===== src/include/dsr_cfg.svh =====
// Named constants for the device-select reset and port-state block.
`ifndef DSR_CFG_SVH
`define DSR_CFG_SVH

// =====================================================================
// Port direction encodings
`define DSR_DIR_INPUT   1'h0
`define DSR_DIR_OUTPUT  1'h1

// =====================================================================
// Port function encodings
`define DSR_MODE_PORT   1'h0
`define DSR_MODE_ALT    1'h1

// =====================================================================
// Reset values
`define DSR_BIT_CLR     1'h0
`define DSR_BIT_SET     1'h1
`define DSR_OE_N_OFF    1'h1

// =====================================================================
// Synchroniser to output latencies in clock cycles
`define DSR_EDGE_LAT    2
`define DSR_IRQ_LAT     3

`endif


===== src/include/dsr_pkg.sv =====
// Types shared by the device-select reset and port-state block.
package dsr_pkg;

  // ===================================================================
  // Software view of the general-purpose port bit.
  typedef struct packed {
    logic alt;   // Alternate function when set, plain port when clear.
    logic dir;   // Output when set, input when clear.
    logic out;   // Level driven while the bit is an output.
  } dsr_port_ctl_t;

  // ===================================================================
  // States of the select-pin reset sequencer.
  typedef enum logic [0:0] {
    DSR_IDLE,
    DSR_ARMED
  } dsr_state_t;

endpackage


===== src/design/dsr_top.sv =====
// Device-select pin control, select-pin reset and port bit state logic.
`timescale 1ns/1ps
`include "dsr_cfg.svh"

module dsr_top (
  input  wire logic                   clk_i,
  input  wire logic                   sys_rst_i,
  input  wire logic                   sel_pin_i,
  input  wire logic                   ext_reset_pin_i,
  input  wire logic                   watchdog_stack_fault_reset_i,
  input  wire logic                   timer_set_pulse_i,
  input  wire logic                   clk_stop_exec_i,
  input  wire logic                   clk_resume_i,
  input  wire logic                   pll_sw_enable_i,
  input  wire logic                   port_ctl_wr_i,
  input  wire dsr_pkg::dsr_port_ctl_t port_ctl_wdata_i,
  input  wire logic                   port_bit_zero_pin_i,
  output logic                        pll_enable_o,
  output logic                        sel_reset_o,
  output logic                        sel_irq_o,
  output logic                        clk_stop_o,
  output logic                        port_bit_zero_o,
  output logic                        port_bit_zero_oe_n_o,
  output logic                        port_bit_zero_rd_o,
  output logic                        port_alt_mode_o,
  output logic                        port_dir_o
);
  import dsr_pkg::*;

  // ===================================================================
  // Declarations
  logic          sel_meta_reg;
  logic          sel_sync_reg;
  logic          sel_prev_reg;
  logic          tmr_prev_reg;
  dsr_state_t    state_reg;
  dsr_state_t    state_next;
  dsr_port_ctl_t ctl_reg;
  dsr_port_ctl_t ctl_next;
  logic          stop_reg;
  logic          pll_reg;
  logic          sel_rst_reg;
  logic          irq_reg;
  logic          drv_reg;
  logic          oe_n_reg;
  logic          rd_reg;

  wire logic sel_rise;
  wire logic sel_fall;
  wire logic tmr_rise;
  wire logic hard_rst;
  wire logic fire;
  wire logic ctl_write;
  wire logic stop_next;

  // Rising edge decode of a sampled level against its previous sample.
  function automatic logic edge_up(input logic cur, input logic prev);
    edge_up = cur & ~prev;
  endfunction

  // ===================================================================
  // Select pin synchroniser
  // Only the second stage is looked at, so a slow clean edge on the
  // pin yields exactly one rise or one fall per settled transition.
  always_ff @(posedge clk_i or posedge sys_rst_i) begin
    if (sys_rst_i) begin
      sel_meta_reg <= `DSR_BIT_CLR;
      sel_sync_reg <= `DSR_BIT_CLR;
      sel_prev_reg <= `DSR_BIT_CLR;
      tmr_prev_reg <= `DSR_BIT_CLR;
    end else begin
      sel_meta_reg <= sel_pin_i;
      sel_sync_reg <= sel_meta_reg;
      sel_prev_reg <= sel_sync_reg;
      tmr_prev_reg <= timer_set_pulse_i;
    end
  end

  // Edge and event decode.
  assign sel_rise  = edge_up(sel_sync_reg, sel_prev_reg);
  assign sel_fall  = edge_up(sel_prev_reg, sel_sync_reg);
  assign tmr_rise  = edge_up(timer_set_pulse_i, tmr_prev_reg);
  assign hard_rst  = ext_reset_pin_i | watchdog_stack_fault_reset_i;
  assign fire      = (state_reg == DSR_ARMED) & tmr_rise & sel_sync_reg;

  // ===================================================================
  // Select-pin reset sequencer
  // A rise arms the sequencer; the reset fires on the next rising edge
  // of the timer setting pulse. A fall before that edge disarms it.
  always_comb begin
    state_next = state_reg;
    case (state_reg)
      DSR_IDLE: begin
        if (sel_rise) begin
          state_next = DSR_ARMED;
        end
      end
      DSR_ARMED: begin
        if (fire || sel_fall) begin
          state_next = DSR_IDLE;
        end
      end
      default: begin
        state_next = DSR_IDLE;
      end
    endcase
  end

  // Sequencer state and one-cycle reset and interrupt pulses.
  always_ff @(posedge clk_i or posedge sys_rst_i) begin
    if (sys_rst_i) begin
      state_reg   <= DSR_IDLE;
      sel_rst_reg <= `DSR_BIT_CLR;
      irq_reg     <= `DSR_BIT_CLR;
    end else begin
      state_reg   <= hard_rst ? DSR_IDLE : state_next;
      sel_rst_reg <= fire & ~hard_rst;
      irq_reg     <= sel_fall;
    end
  end

  // ===================================================================
  // PLL gate
  // A low pin level overrides software; the synchronised level is used
  // so the gate and the edge events agree on when the pin moved.
  always_ff @(posedge clk_i or posedge sys_rst_i) begin
    if (sys_rst_i) begin
      pll_reg <= `DSR_BIT_CLR;
    end else begin
      pll_reg <= sel_sync_reg & pll_sw_enable_i;
    end
  end

  // ===================================================================
  // Clock stop flag
  // A stop request in the same cycle as a resume wins over the resume.
  assign stop_next = clk_stop_exec_i | (stop_reg & ~clk_resume_i);

  always_ff @(posedge clk_i or posedge sys_rst_i) begin
    if (sys_rst_i) begin
      stop_reg <= `DSR_BIT_CLR;
    end else begin
      stop_reg <= stop_next & ~hard_rst;
    end
  end

  // ===================================================================
  // Port bit configuration
  // Writes are ignored while the clock is stopped, so the bit keeps
  // its state. The select-pin reset does not touch it at all.
  assign ctl_write = port_ctl_wr_i & ~stop_reg;

  always_comb begin
    ctl_next = ctl_reg;
    if (hard_rst) begin
      ctl_next.dir = `DSR_DIR_INPUT;
      ctl_next.alt = `DSR_MODE_PORT;
    end else if (ctl_write) begin
      ctl_next = port_ctl_wdata_i;
    end
  end

  // Configuration register; power-on puts the bit in port input mode.
  always_ff @(posedge clk_i or posedge sys_rst_i) begin
    if (sys_rst_i) begin
      ctl_reg.dir <= `DSR_DIR_INPUT;
      ctl_reg.alt <= `DSR_MODE_PORT;
      ctl_reg.out <= `DSR_BIT_CLR;
    end else begin
      ctl_reg <= ctl_next;
    end
  end

  // ===================================================================
  // Pin drive and gated input buffer
  // The read path is forced low while stopped so a floating pin makes
  // no switching in the logic behind it.
  always_ff @(posedge clk_i or posedge sys_rst_i) begin
    if (sys_rst_i) begin
      drv_reg  <= `DSR_BIT_CLR;
      oe_n_reg <= `DSR_OE_N_OFF;
      rd_reg   <= `DSR_BIT_CLR;
    end else begin
      drv_reg  <= ctl_next.out;
      oe_n_reg <= ~(ctl_next.dir == `DSR_DIR_OUTPUT);
      rd_reg   <= port_bit_zero_pin_i & ~stop_next;
    end
  end

  // Outputs come straight from flip-flops.
  assign pll_enable_o         = pll_reg;
  assign sel_reset_o          = sel_rst_reg;
  assign sel_irq_o            = irq_reg;
  assign clk_stop_o           = stop_reg;
  assign port_bit_zero_o      = drv_reg;
  assign port_bit_zero_oe_n_o = oe_n_reg;
  assign port_bit_zero_rd_o   = rd_reg;
  assign port_alt_mode_o      = ctl_reg.alt;
  assign port_dir_o           = ctl_reg.dir;
endmodule // dsr_top


===== config.mk =====
export PLATFORM = sky130hd
export DESIGN_NAME = dsr_top
export DESIGN_NICKNAME = d
export VERILOG_FILES = /design/src/include/dsr_pkg.sv /design/src/design/dsr_top.sv
export VERILOG_INCLUDE_DIRS = /design/src /design/src/include
export SDC_FILE = /design/constraint.sdc
export NUM_CORES = 1
export LEC_CHECK = 0
export ABC_AREA = 1
export BUFFER_PORTS_ARGS = -buffer_cell sky130_fd_sc_hd__buf_2
export CELL_PAD_IN_SITES_DETAIL_PLACEMENT = 0
export CELL_PAD_IN_SITES_GLOBAL_PLACEMENT = 1
export CORE_MARGIN = 5
export CORE_UTILIZATION = 37
export CTS_BUF_LIST = sky130_fd_sc_hd__clkbuf_8
export CTS_CLUSTER_SIZE = 28
export DETAILED_ROUTE_END_ITERATION = 12
export PLACE_DENSITY_LB_ADDON = 0.1
export SYNTH_ARGS = -nofsm -noshare
export SYNTH_HDL_FRONTEND = slang
export SYNTH_SLANG_ARGS = --single-unit

===== constraint.sdc =====
create_clock -name clk_i -period 1.4 [get_ports clk_i]
set_clock_uncertainty 0.05 [all_clocks]
set_input_delay 0.21 -clock clk_i [delete_from_list [all_inputs] [get_ports clk_i]]
set_output_delay 0.21 -clock clk_i [all_outputs]
set_load 0.005 [all_outputs]

After elaboration in Yosys (flattened, before gate mapping). Cells that the tools add are included.

Output and inout port bits: 9. Register bits: 14. Input bits: 14. Logic and storage cells: 45.

Muxes and demuxes: 6. Bitwise gates (word level): 22. Reduce and logical (&&, ||, !) cells: 3.

Operators by type and width (count): AND 1 bit (11); inverter 1 bit (9); 2-to-1 mux 1 bit (3); 2-to-1 mux 3 bit (1); 2-to-1 mux 2 bit (1); OR 1 bit (2); case mux 1 bit (2 select lines) (1); AND reduction 2 bit (1); nonzero test 2 bit (1); logical OR 1 bit (1).

Longest topological paths before layout. Gate-level depths: netlist (run 1).

Depth in word-level cells: 8. Mapped depth: 5. Gate-level depth less buffers: 5.

Worst setup path after synthesis (run 1). Ideal clock, no wire load.

Path kind: reg-to-reg. Start point: register stop_reg, in the netlist clk_stop_o. End point: register ctl_reg (netlist bit port_alt_mode_o). Setup time: 65 ps. Cell stages (with the launch flop): 6. Data required time: 1285 ps. Period minus slack after synthesis: 852 ps. Setup slack: 548 ps. Arrival: 737 ps. Path buffers: 0. Cells stage by stage: dfrtp_1 -> inv_2 -> nand2_2 -> nor2_2 -> nand2_1 -> nand2_1.

Word-level cells in the longest chain between the ends: 3.

RTL lines: from (decl) (line dsr_top.sv:40) `logic stop_reg;`; from (signal assigned) (line dsr_top.sv:141) `` stop_reg <= `DSR_BIT_CLR; ``; from (signal assigned) (line dsr_top.sv:143) `stop_reg <= stop_next & ~hard_rst;`; inverter 1 bit (line dsr_top.sv:151) `assign ctl_write = port_ctl_wr_i & ~stop_reg;`; AND 1 bit (line dsr_top.sv:151); nonzero test 2 bit (no line); to (signal assigned) (line dsr_top.sv:170) `ctl_reg <= ctl_next;`; to (decl) (line dsr_top.sv:38) `dsr_port_ctl_t ctl_reg;`.

Every way passes these cells. A chain may end at the register's enable or synchronous reset.

Worst setup path in the final report (run 1).
Start point: register oe_n_reg, in the netlist port_bit_zero_oe_n_o. End point: output port port_bit_zero_oe_n_o.

RTL lines: from (decl) (line dsr_top.sv:45) `logic oe_n_reg;`; from (signal assigned) (line dsr_top.sv:181) `` oe_n_reg <= `DSR_OE_N_OFF; ``; from (signal assigned) (line dsr_top.sv:185) `` oe_n_reg <= ~(ctl_next.dir == `DSR_DIR_OUTPUT); ``; to (decl) (line dsr_top.sv:23) `output logic port_bit_zero_oe_n_o,`.

No word-level cell between the ends.

==> results of run 1 <==
## layout make-up
class / instances / share of cell area, %
flip-flops and latches: 14 / 46.99
clock buffers: 4 / 7.358
inverters: 11 / 5.518
well taps: 16 / 2.676
multi-input cells: 34 / 21.40
repair buffers: 23 / 16.05
## worst paths after layout
path / depth (start not counted) / startpoint / endpoint / slack [ps]
setup / recovery: 1 / port_bit_zero_oe_n_o / port_bit_zero_oe_n_o / 300
hold reg to reg: 0 / sel_meta_reg / sel_sync_reg / 310
min in group asynchronous: 3 / sys_rst_i / sel_sync_reg / 520
hold / removal: 1 / sel_pin_i / sel_meta_reg / 30
max in group asynchronous: 3 / sys_rst_i / port_bit_zero_oe_n_o / 420
setup reg to reg: 5 / clk_stop_o / port_dir_o / 490
## cells by family (layout without fill, tap and decap cells)
logic type      count (synthesis)  count (layout)  share of synthesized area (%)
simple gates                   33              33                          26.92
buf+inv                        11              38                          7.466
compound gates                  1               1                          2.036
flops                          14              14                          63.58
## per-layer routing
layer	share of wire, %	vias to the layer above
li1	-	225
met2	52	12
met1	39	196
met5	0	-
met4	0.97	0
met3	8.1	2
## layout by cell type, fill, tap and decap left out, drive strengths merged
master | netlist | layout
buf | 0 | 22
nand2 | 20 | 20
dfrtp | 13 | 13
inv | 11 | 11
nor2 | 8 | 8
nand3 | 4 | 4
clkbuf | 0 | 4
o21bai | 1 | 1
and2 | 1 | 1
dlygate4sd3 | 0 | 1
dfstp | 1 | 1
## what timing repair did
item                       4_1_cts  5_1_grt
hold endpoints to repair        13        0
setup endpoints to repair        0        0
hold buffers                     1        0
## power by group
group          switching [mW]  internal (mW)
Clock                   0.130          0.248
Sequential             0.0110          0.426
Combinational          0.0448         0.0386
==> impl_summary.txt, run 1 <==
----------------------------------------------------
[GRT]
  GR peak layer ... met2
  Global router's overall resource usage ... roughly 10%
  GRT met2 Usage ... roughly 17%
  GRT Residual Overflow ... 0
  Number of antenna violations at the first check in global routing ... 0
  Number of global-route vias before repair ... roughly 450
  First-pass GRT wire length ... 1876 um
  Met3 usage in global routing ... 2.454%
  Global routing usage on met1 ... 10.94%
  Maximum number of pins on one net before global-route repair ... 15

[Worst setup path]
  Cell chain of the critical path ... buf_2
  Capturing element type of the critical path ... primary output
  Cell with the largest stage delay on the worst path ... dfstp_2
  Delay of the slowest cell on the worst path ... 510 ps
  Max FO, Critical Path ... 1
  Family of cells with the greatest summed delay on the critical path ... flip-flops
  Startpoint types ... register
  Required time reported for the critical path endpoint ... 1140 ps
  Crit path buffers/inverters ... 1
  Worst Setup Path Type ... reg -> out
  CP arrival ... 840 ps

[Power]
  Standby leakage power ... 0.4441 nW
  Power per cell area ... 1201 nW/um2
  Max VDD drop ... 0.5004 mV
  Overall power ... 898.4 uW

[Timing]
  Crit path setup slack, layout ... 297.3 ps
  Final worst-path cycle share ... 78.76%
  Setup TNS ... 0 ps
  Final setup violation count ... 0
  Max-slew headroom at the worst pin ... 65.11%
  Min cycle time layout ... 1103 ps
  Pin slew with the least headroom to its limit ... 522.7 ps
  Final Hold Violating Endpoints ... 0
  Final Slew Violations ... 0
  RSZ-0062 raised after global routing ... false
  Worst hold slack ... 26.43 ps
  Peak Freq ... 906.9 MHz

[Run status]
  Status ... finished clean

[Clock tree]
  Clock root cell ... clkbuf_8
  Post-CTS resize count ... 0
  Clock tree from TritonCTS ... done
  Number of buffers created by CTS ... 3
  H-tree levels ... 1
  Count of clock tree sinks ... 14
  Max clock buf depth ... 2
  Clock edge transition at the registers on the reported setup and hold paths ... about 60 ps
  Clk Latency, worst-skew pair ... about 230 ps
  Count of buffers added by post-CTS timing repair for setup ... 0

[Logic synthesis]
  Dominant register cell in the synthesized netlist ... dfrtp_1
  Count of flip-flops with a built-in enable after synthesis ... 0
  Count leader, synth ... nand2_1
  Net count after synthesis ... 73
  Synth Instances ... 59
  Share of synthesized registers carrying an async set or reset ... 100.0%
  Area share of the largest cell type after synthesis ... 58.82%
  Dominant cell type by area after synthesis ... dfrtp_1
  Average size of a mapped cell ... roughly 9.4 um2
  Biggest area contributors in the synthesized netlist ... dfrtp_1 (59%), nand2_1 (13%), inv_1 (6.1%)
  Commonest cells post-synth ... nand2_1 (19), dfrtp_1 (13), inv_1 (9)
  Seq cells post-synth ... 14
  Sequential cell area fraction in the yosys report ... between 60 and 70%
  Synth Cell Area ... roughly 550 um2
  Count of different cell masters after synthesis ... 12
  YS warnings ... 0

[Floorplanning]
  Boundary pin count ... 23
  Die width ... between 40 and 50 um
  Die Footprint ... 2368 um2
  Die span in y ... 48.66 um
  CORE AREA ... 1454 um2
  Site row count ... 14
  Starting density of the core ... 38.04%

[Final layout]
  Cell Count, Final, Fillers Out ... slightly above 100
  Fraction of layout instances using a drive strength above 1 ... 40.70%
  Number of diodes ... 0
  Summed area of non-filler cells in the final layout ... 748.2 um2
  Final nets ... 101
  Area of combinational cells with multiple inputs ... between 150 and 200 um2
  Final cell utilization of the core ... 51.46%
  Area growth, synth to finish ... 35.29%
  Layout fillers ... 152
  Area used by sequential logic in the layout ... 351.6 um2

[Routing]
  Detailed-route wire length per cell ... 10.12 um
  Number of antenna-violating nets in the routed design ... 0
  Total via count in the routed design ... between 400 and 500
  Ratio of routed vias to standard cells ... 4.265
  Drt first-iter violations ... 3
  Total wire length after detailed routing ... 1032 um
  Count of TritonRoute iterations in the first routing pass ... 3
  DRC errors left ... 0

[Min path]
  Tightest Hold Check Type ... in -> reg

[Place]
  Worst slack, placed ... just under 500 ps
  DP Wirelength ... 833 um
  Placed cells ... 97
  Port buffer count ... 22
  Area post-placement ... 683.2 um2
  Final weighted congestion of routability-driven global placement ... between 0.7 and 0.8

[Flow run]
  Maximum Capacitance Violations ... 0

----------------------------------------------------
Note: power is estimated with default switching activity, not from simulation.
==> run 2, diff against run 1 <==
--- a/config.mk
+++ b/config.mk
@@ -11,7 +11,7 @@
 export CELL_PAD_IN_SITES_DETAIL_PLACEMENT = 0
 export CELL_PAD_IN_SITES_GLOBAL_PLACEMENT = 1
 export CORE_MARGIN = 5
-export CORE_UTILIZATION = 37
+export CORE_UTILIZATION = 31
 export CTS_BUF_LIST = sky130_fd_sc_hd__clkbuf_8
 export CTS_CLUSTER_SIZE = 28
 export DETAILED_ROUTE_END_ITERATION = 12
==> constraint.sdc (replaced) <==
create_clock -name clk_i -period 0.9 [get_ports clk_i]
set_clock_uncertainty 0.05 [all_clocks]
set_input_delay 0.135 -clock clk_i [delete_from_list [all_inputs] [get_ports clk_i]]
set_output_delay 0.135 -clock clk_i [all_outputs]
set_load 0.005 [all_outputs]
==> impl_summary.txt, run 2 (same netlist as run 1, synthesis figures left out) <==
----------------------------------------------------
[Place]
  Final weighted congestion of routability-driven global placement ... 0.6357 (-9.8%)
  DP Wirelength ... 845.7 um (+1.5%)
  Port buffer count ... 22 (unchanged)

[Worst setup path]
  Cell with the largest stage delay on the worst path ... dfstp_2
  Family of cells with the greatest summed delay on the critical path ... flip-flops
  Crit path buffers/inverters ... 1 (unchanged)
  Capturing element type of the critical path ... primary output
  CP arrival ... 850 ps (about the same)
  Worst Setup Path Type ... reg -> out
  Startpoint types ... register
  Cell chain of the critical path ... buf_2
  Max FO, Critical Path ... 1 (unchanged)
  Delay of the slowest cell on the worst path ... 510 ps (about the same)
  Required time reported for the critical path endpoint ... 710 ps (-430 ps)

[Final layout]
  Area growth, synth to finish ... 48.87%
  Final nets ... 107 (+5.9%)
  Commonest cells after routing, fill and taps aside ... buf_2 (22), nand2_1 (18), dfrtp_1 (12)
  Number of diodes ... 0 (unchanged)
  Fraction of layout instances using a drive strength above 1 ... 44.57% (+3.9 points)
  Commonest non-fill, non-tap cell in the layout ... buf_2
  Final cell utilization of the core ... 48.21% (-3.3 points)

[Clock tree]
  Number of buffers created by CTS ... 3 (unchanged)
  Clock edge transition at the registers on the reported setup and hold paths ... 60 ps (about the same)
  Clk Latency, worst-skew pair ... 240 ps (about the same)
  Clock tree from TritonCTS ... done
  H-tree levels ... 1 (unchanged)
  Count of clock tree sinks ... 14 (unchanged)
  Clock root cell ... clkbuf_8
  Max clock buf depth ... 2 (unchanged)

[GRT]
  First-pass GRT wire length ... 2001 um (+6.7%)
  Maximum number of pins on one net before global-route repair ... 15 (unchanged)
  GRT met2 Usage ... 18.20% (+0.81 points)
  Number of global-route vias before repair ... 518 (+16%)
  Global router's overall resource usage ... 10.20% (+0.21 points)
  GR peak layer ... met2
  Global routing usage on met1 ... 10.52% (-0.42 points)
  Met3 usage in global routing ... 2.564% (+0.11 points)
  Number of antenna violations at the first check in global routing ... 0 (unchanged)
  GRT Residual Overflow ... 0 (unchanged)

[Routing]
  Drt first-iter violations ... 2 (-1)
  Count of TritonRoute iterations in the first routing pass ... 3 (unchanged)
  Number of antenna-violating nets in the routed design ... 0 (unchanged)
  Total wire length after detailed routing ... 1125 um (+9.0%)
  DRC errors left ... 0 (unchanged)
  Total via count in the routed design ... 464 (+6.7%)
  Ratio of routed vias to standard cells ... 3.966 (-7.0%)
  Detailed-route wire length per cell ... 9.615 um (-5.0%)

[Timing]
  Final setup violation count ... 5 (+5)
  RSZ-0062 raised after global routing ... true
  Pin slew with the least headroom to its limit ... 179.1 ps (-343.6 ps)
  Final Hold Violating Endpoints ... 0 (unchanged)
  Min cycle time layout ... 1034 ps
  Final Slew Violations ... 0 (unchanged)
  Crit path setup slack, layout ... -133.5 ps (-430.8 ps)
  Final worst-path cycle share ... 114.8%
  Max-slew headroom at the worst pin ... 88.03% (+23 points)
  Peak Freq ... 967.6 MHz

[Power]
  Standby leakage power ... 0.4741 nW (+6.8%)
  Overall power ... 1.441 mW (+60%)
  Max VDD drop ... 0.7304 mV (+46%)
  Power per cell area ... 1750 nW/um2 (+46%)

[Floorplanning]
  Die Footprint ... 2729 um2 (+15%)
  Boundary pin count ... 23 (unchanged)
  Die width ... 52.24 um (+7.3%)
  Die span in y ... 52.24 um (+7.3%)
  Starting density of the core ... 32.38% (-5.7 points)
  CORE AREA ... 1708 um2 (+17%)
  Site row count ... 15 (+1)

[Flow run]
  Maximum Capacitance Violations ... 0 (unchanged)

[Min path]
  Tightest Hold Check Type ... in -> reg

[Run status]
  Status ... finished, violations left
  Failing checks ... setup timing

----------------------------------------------------
run 2: changes by cell type in the layout (fill, tap and decap cells not counted), sizes merged:
cell	previous run	this run
dlygate4sd3	1	3
buf	22	26
run 2: worst paths after layout:
path,from,endpoint,slack [ps],cells after the start
setup reg to reg,clk_stop_o,port_dir_o,10,5
setup / recovery,port_bit_zero_oe_n_o,port_bit_zero_oe_n_o,-130,1
hold reg to reg,sel_meta_reg,sel_sync_reg,320,0
min in group asynchronous,sys_rst_i,port_dir_o,380,4
hold / removal,pll_sw_enable_i,pll_enable_o,40,3
max in group asynchronous,sys_rst_i,port_bit_zero_oe_n_o,180,4
run 2: final cells by class:
cell class | count | area (um2)
fillers | 186 | 884.6
flip-flops and latches | 14 | 352.8
multi-input cells | 34 | 172.7
repair buffers | 29 | 170.2
clock buffers | 4 | 55.05
inverters | 11 | 41.29
well taps | 25 | 31.28
run 2: repair_timing:
action / 4_1_cts / 5_1_grt
resized for setup: 0 / 4
hold endpoints to repair: 15 / 0
setup endpoints to repair: 11 / 15
hold buffers: 3 / 0
buffers inserted: 1 / 2
pin swaps: 1 / 4
run 2: worst min-delay path, cell delays in order:
cell,delay [ps]
buf_2,80
nand2_1,40
inv_1,40
run 2: through the flow:
step                area (um2)  hold WS [ps]  setup slack (ps)  cells  setup TNS, ps
global route             823.3         61.25            -160.6    117         -650.6
detailed placement       701.9         98.03             7.137    107              0
CTS                      794.5         31.42            -148.2    115         -385.1
finish                   823.3         35.13            -133.5    117         -294.7
global placement         701.9         88.99             6.447    107              0
floorplan                553.0        -26.50             47.55     59              0
run 2: layer usage:
layer	routed length, um	part of all wire [%]
met5	0	0
met1	455	40
met4	10	0.89
met2	590	52
met3	68	6.0
run 2: power breakdown:
part	internal (mW)	leakage (nW)	switching [mW]
sequential	0.663	0.176	0.0164
clock	0.387	0.0288	0.211
combinational	0.0841	0.269	0.0789
==> run 3, diff against run 2 <==
--- a/config.mk
+++ b/config.mk
@@ -10,7 +10,6 @@
 export BUFFER_PORTS_ARGS = -buffer_cell sky130_fd_sc_hd__buf_2
 export CELL_PAD_IN_SITES_DETAIL_PLACEMENT = 0
 export CELL_PAD_IN_SITES_GLOBAL_PLACEMENT = 1
-export CORE_MARGIN = 5
 export CORE_UTILIZATION = 31
 export CTS_BUF_LIST = sky130_fd_sc_hd__clkbuf_8
 export CTS_CLUSTER_SIZE = 28
==> impl_summary.txt, run 3 (same netlist as run 1, synthesis figures left out) <==
----------------------------------------------------
[Clock tree]
  Number of buffers created by CTS ... 3 (unchanged)
  Clk Latency, worst-skew pair ... 240 ps (about the same)
  Count of clock tree sinks ... 14 (unchanged)
  Clock tree from TritonCTS ... done
  Max clock buf depth ... 2 (unchanged)
  Clock edge transition at the registers on the reported setup and hold paths ... 60 ps (about the same)
  Clock root cell ... clkbuf_8
  H-tree levels ... 1 (unchanged)

[Routing]
  Detailed-route wire length per cell ... 9.607 um (about the same)
  Number of antenna-violating nets in the routed design ... 0 (unchanged)
  Drt first-iter violations ... 2 (unchanged)
  Count of TritonRoute iterations in the first routing pass ... 2 (-1)
  DRC errors left ... 0 (unchanged)
  Total wire length after detailed routing ... 1028 um (-8.6%)
  Total via count in the routed design ... 453 (-2.4%)
  Ratio of routed vias to standard cells ... 4.234 (+6.8%)

[Floorplanning]
  CORE AREA ... 1577 um2 (-7.7%)
  Die span in y ... 44.24 um (-15%)
  Die Footprint ... 1957 um2 (-28%)
  Die width ... 44.24 um (-15%)
  Starting density of the core ... 35.08% (+2.7 points)
  Boundary pin count ... 23 (unchanged)
  Site row count ... 14 (-1)

[GRT]
  Maximum number of pins on one net before global-route repair ... 15 (unchanged)
  Number of global-route vias before repair ... 462 (-11%)
  Number of antenna violations at the first check in global routing ... 0 (unchanged)
  Global router's overall resource usage ... 13.42% (+3.2 points)
  GRT Residual Overflow ... 0 (unchanged)
  First-pass GRT wire length ... 1807 um (-9.7%)

[Place]
  DP Wirelength ... 703.6 um (-17%)
  Area post-placement ... 690.7 um2 (-1.6%)
  Final weighted congestion of routability-driven global placement ... 0.6967 (+9.6%)
  Worst slack, placed ... -4.718 ps (-11.85 ps)
  Port buffer count ... 22 (unchanged)

[Timing]
  Crit path setup slack, layout ... -132.4 ps (+1.082 ps)
  Pin slew with the least headroom to its limit ... 191.2 ps (+12.16 ps)
  Peak Freq ... 968.6 MHz (+0.10%)
  Max-slew headroom at the worst pin ... 87.22% (-0.81 points)
  Final Slew Violations ... 0 (unchanged)
  RSZ-0062 raised after global routing ... true
  Final worst-path cycle share ... 114.7% (-0.12 points)
  Min cycle time layout ... 1032 ps (-1.082 ps)
  Final Hold Violating Endpoints ... 0 (unchanged)
  Final setup violation count ... 6 (+1)

[Worst setup path]
  Cell depth of the worst setup path ... 1 (unchanged)
  Worst Setup Path Type ... reg -> out
  Crit path buffers/inverters ... 1 (unchanged)
  Count of cells along the worst register-to-register path ... 5 (unchanged)
  Cell chain of the critical path ... buf_2
  Family of cells with the greatest summed delay on the critical path ... flip-flops
  Cell with the largest stage delay on the worst path ... dfstp_2
  Delay of the slowest cell on the worst path ... 510 ps (about the same)
  Max FO, Critical Path ... 1 (unchanged)
  Startpoint types ... register
  Capturing element type of the critical path ... primary output
  Required time reported for the critical path endpoint ... 710 ps (about the same)
  CP arrival ... 850 ps (about the same)

[Flow run]
  Maximum Capacitance Violations ... 0 (unchanged)

[Power]
  Overall power ... 1.428 mW (-0.89%)
  Power per cell area ... 1783 nW/um2 (+1.9%)
  Max VDD drop ... 1.415 mV (+94%)
  Standby leakage power ... 0.4699 nW (-0.90%)

[Final layout]
  Final nets ... 106 (-0.93%)
  Commonest non-fill, non-tap cell in the layout ... buf_2
  Commonest cells after routing, fill and taps aside ... buf_2 (22), nand2_1 (19), dfrtp_1 (13)
  Number of diodes ... 0 (unchanged)
  Summed area of non-filler cells in the final layout ... 800.8 um2 (-2.7%)
  Fraction of layout instances using a drive strength above 1 ... 41.76% (-2.8 points)
  Area growth, synth to finish ... 44.80%

[Min path]
  WHS Path Cells ... 3 (unchanged)
  Tightest Hold Check Type ... in -> reg

[Run status]
  Failing checks ... setup timing
  Status ... finished, violations left

----------------------------------------------------
==> run 3: cell count changes in the layout (fill, tap and decap cells not counted) <==
cell     delta
nand2_1     +1
buf_4       -1
nand2_2     -1
dfrtp_2     -1
dfrtp_1     +1
==> run 3: stage by stage <==
| step | hold slack, ps | util (%) | TNS, ps | std cells |
|---|---|---|---|---|
| 2_1_floorplan | -26.50 | - | 0 | 59 |
| 3_3_place_gp | 88.27 | 43.81 | 0 | 98 |
| 3_5_place_dp | 94.82 | 43.81 | -4.718 | 98 |
| 4_1_cts | 21.51 | 50.16 | -358.1 | 107 |
| 5_1_grt | 53.08 | 50.79 | -694.0 | 107 |
| 6_report | 26.04 | 50.79 | -274.7 | 107 |
==> run 3: worst paths after layout <==
check,from,to,slack (ps)
max reg2reg,clk_stop_o,port_dir_o,10
min,pll_sw_enable_i,pll_enable_o,30
min in group asynchronous,sys_rst_i,sel_prev_reg,380
max,port_bit_zero_oe_n_o,port_bit_zero_oe_n_o,-130
max in group asynchronous,sys_rst_i,port_bit_zero_oe_n_o,180
min reg2reg,sel_meta_reg,sel_sync_reg,300
==> run 3: final cells by class <==
| cell class | count | area, um2 |
|---|---|---|
| fill | 156 | 775.7 |
| multi-input combinational | 34 | 170.2 |
| sequential | 14 | 351.6 |
| clock buffer | 4 | 55.05 |
| timing repair buffer | 28 | 162.7 |
| inverter | 11 | 41.29 |
| tap | 16 | 20.02 |
==> run 3: routing by layer <==
layer / vias to the layer above / track usage (%) / wire length (um)
li1: 236 / - / -
met1: 199 / 15.06 / 470
met2: 16 / 21.18 / 474
met3: 2 / 6.122 / 74
met4: 0 / 7.273 / 9
met5: - / 0 / 0
==> run 3: timing repair <==
item	in CTS	in global routing
endpoints found under the setup margin	11	13
pin swaps	1	2
endpoints found under the hold margin	15	0
buffers inserted	2	0
hold buffers	3	0
resized for setup	0	2
gates cloned	0	0
==> run 3: report_power, final <==
part	leakage, nW	internal [mW]	switching, mW
Sequential	0.177	0.663	0.0151
Combinational	0.264	0.0740	0.0768
Clock	0.0288	0.387	0.212
Total	0.470	1.12	0.304
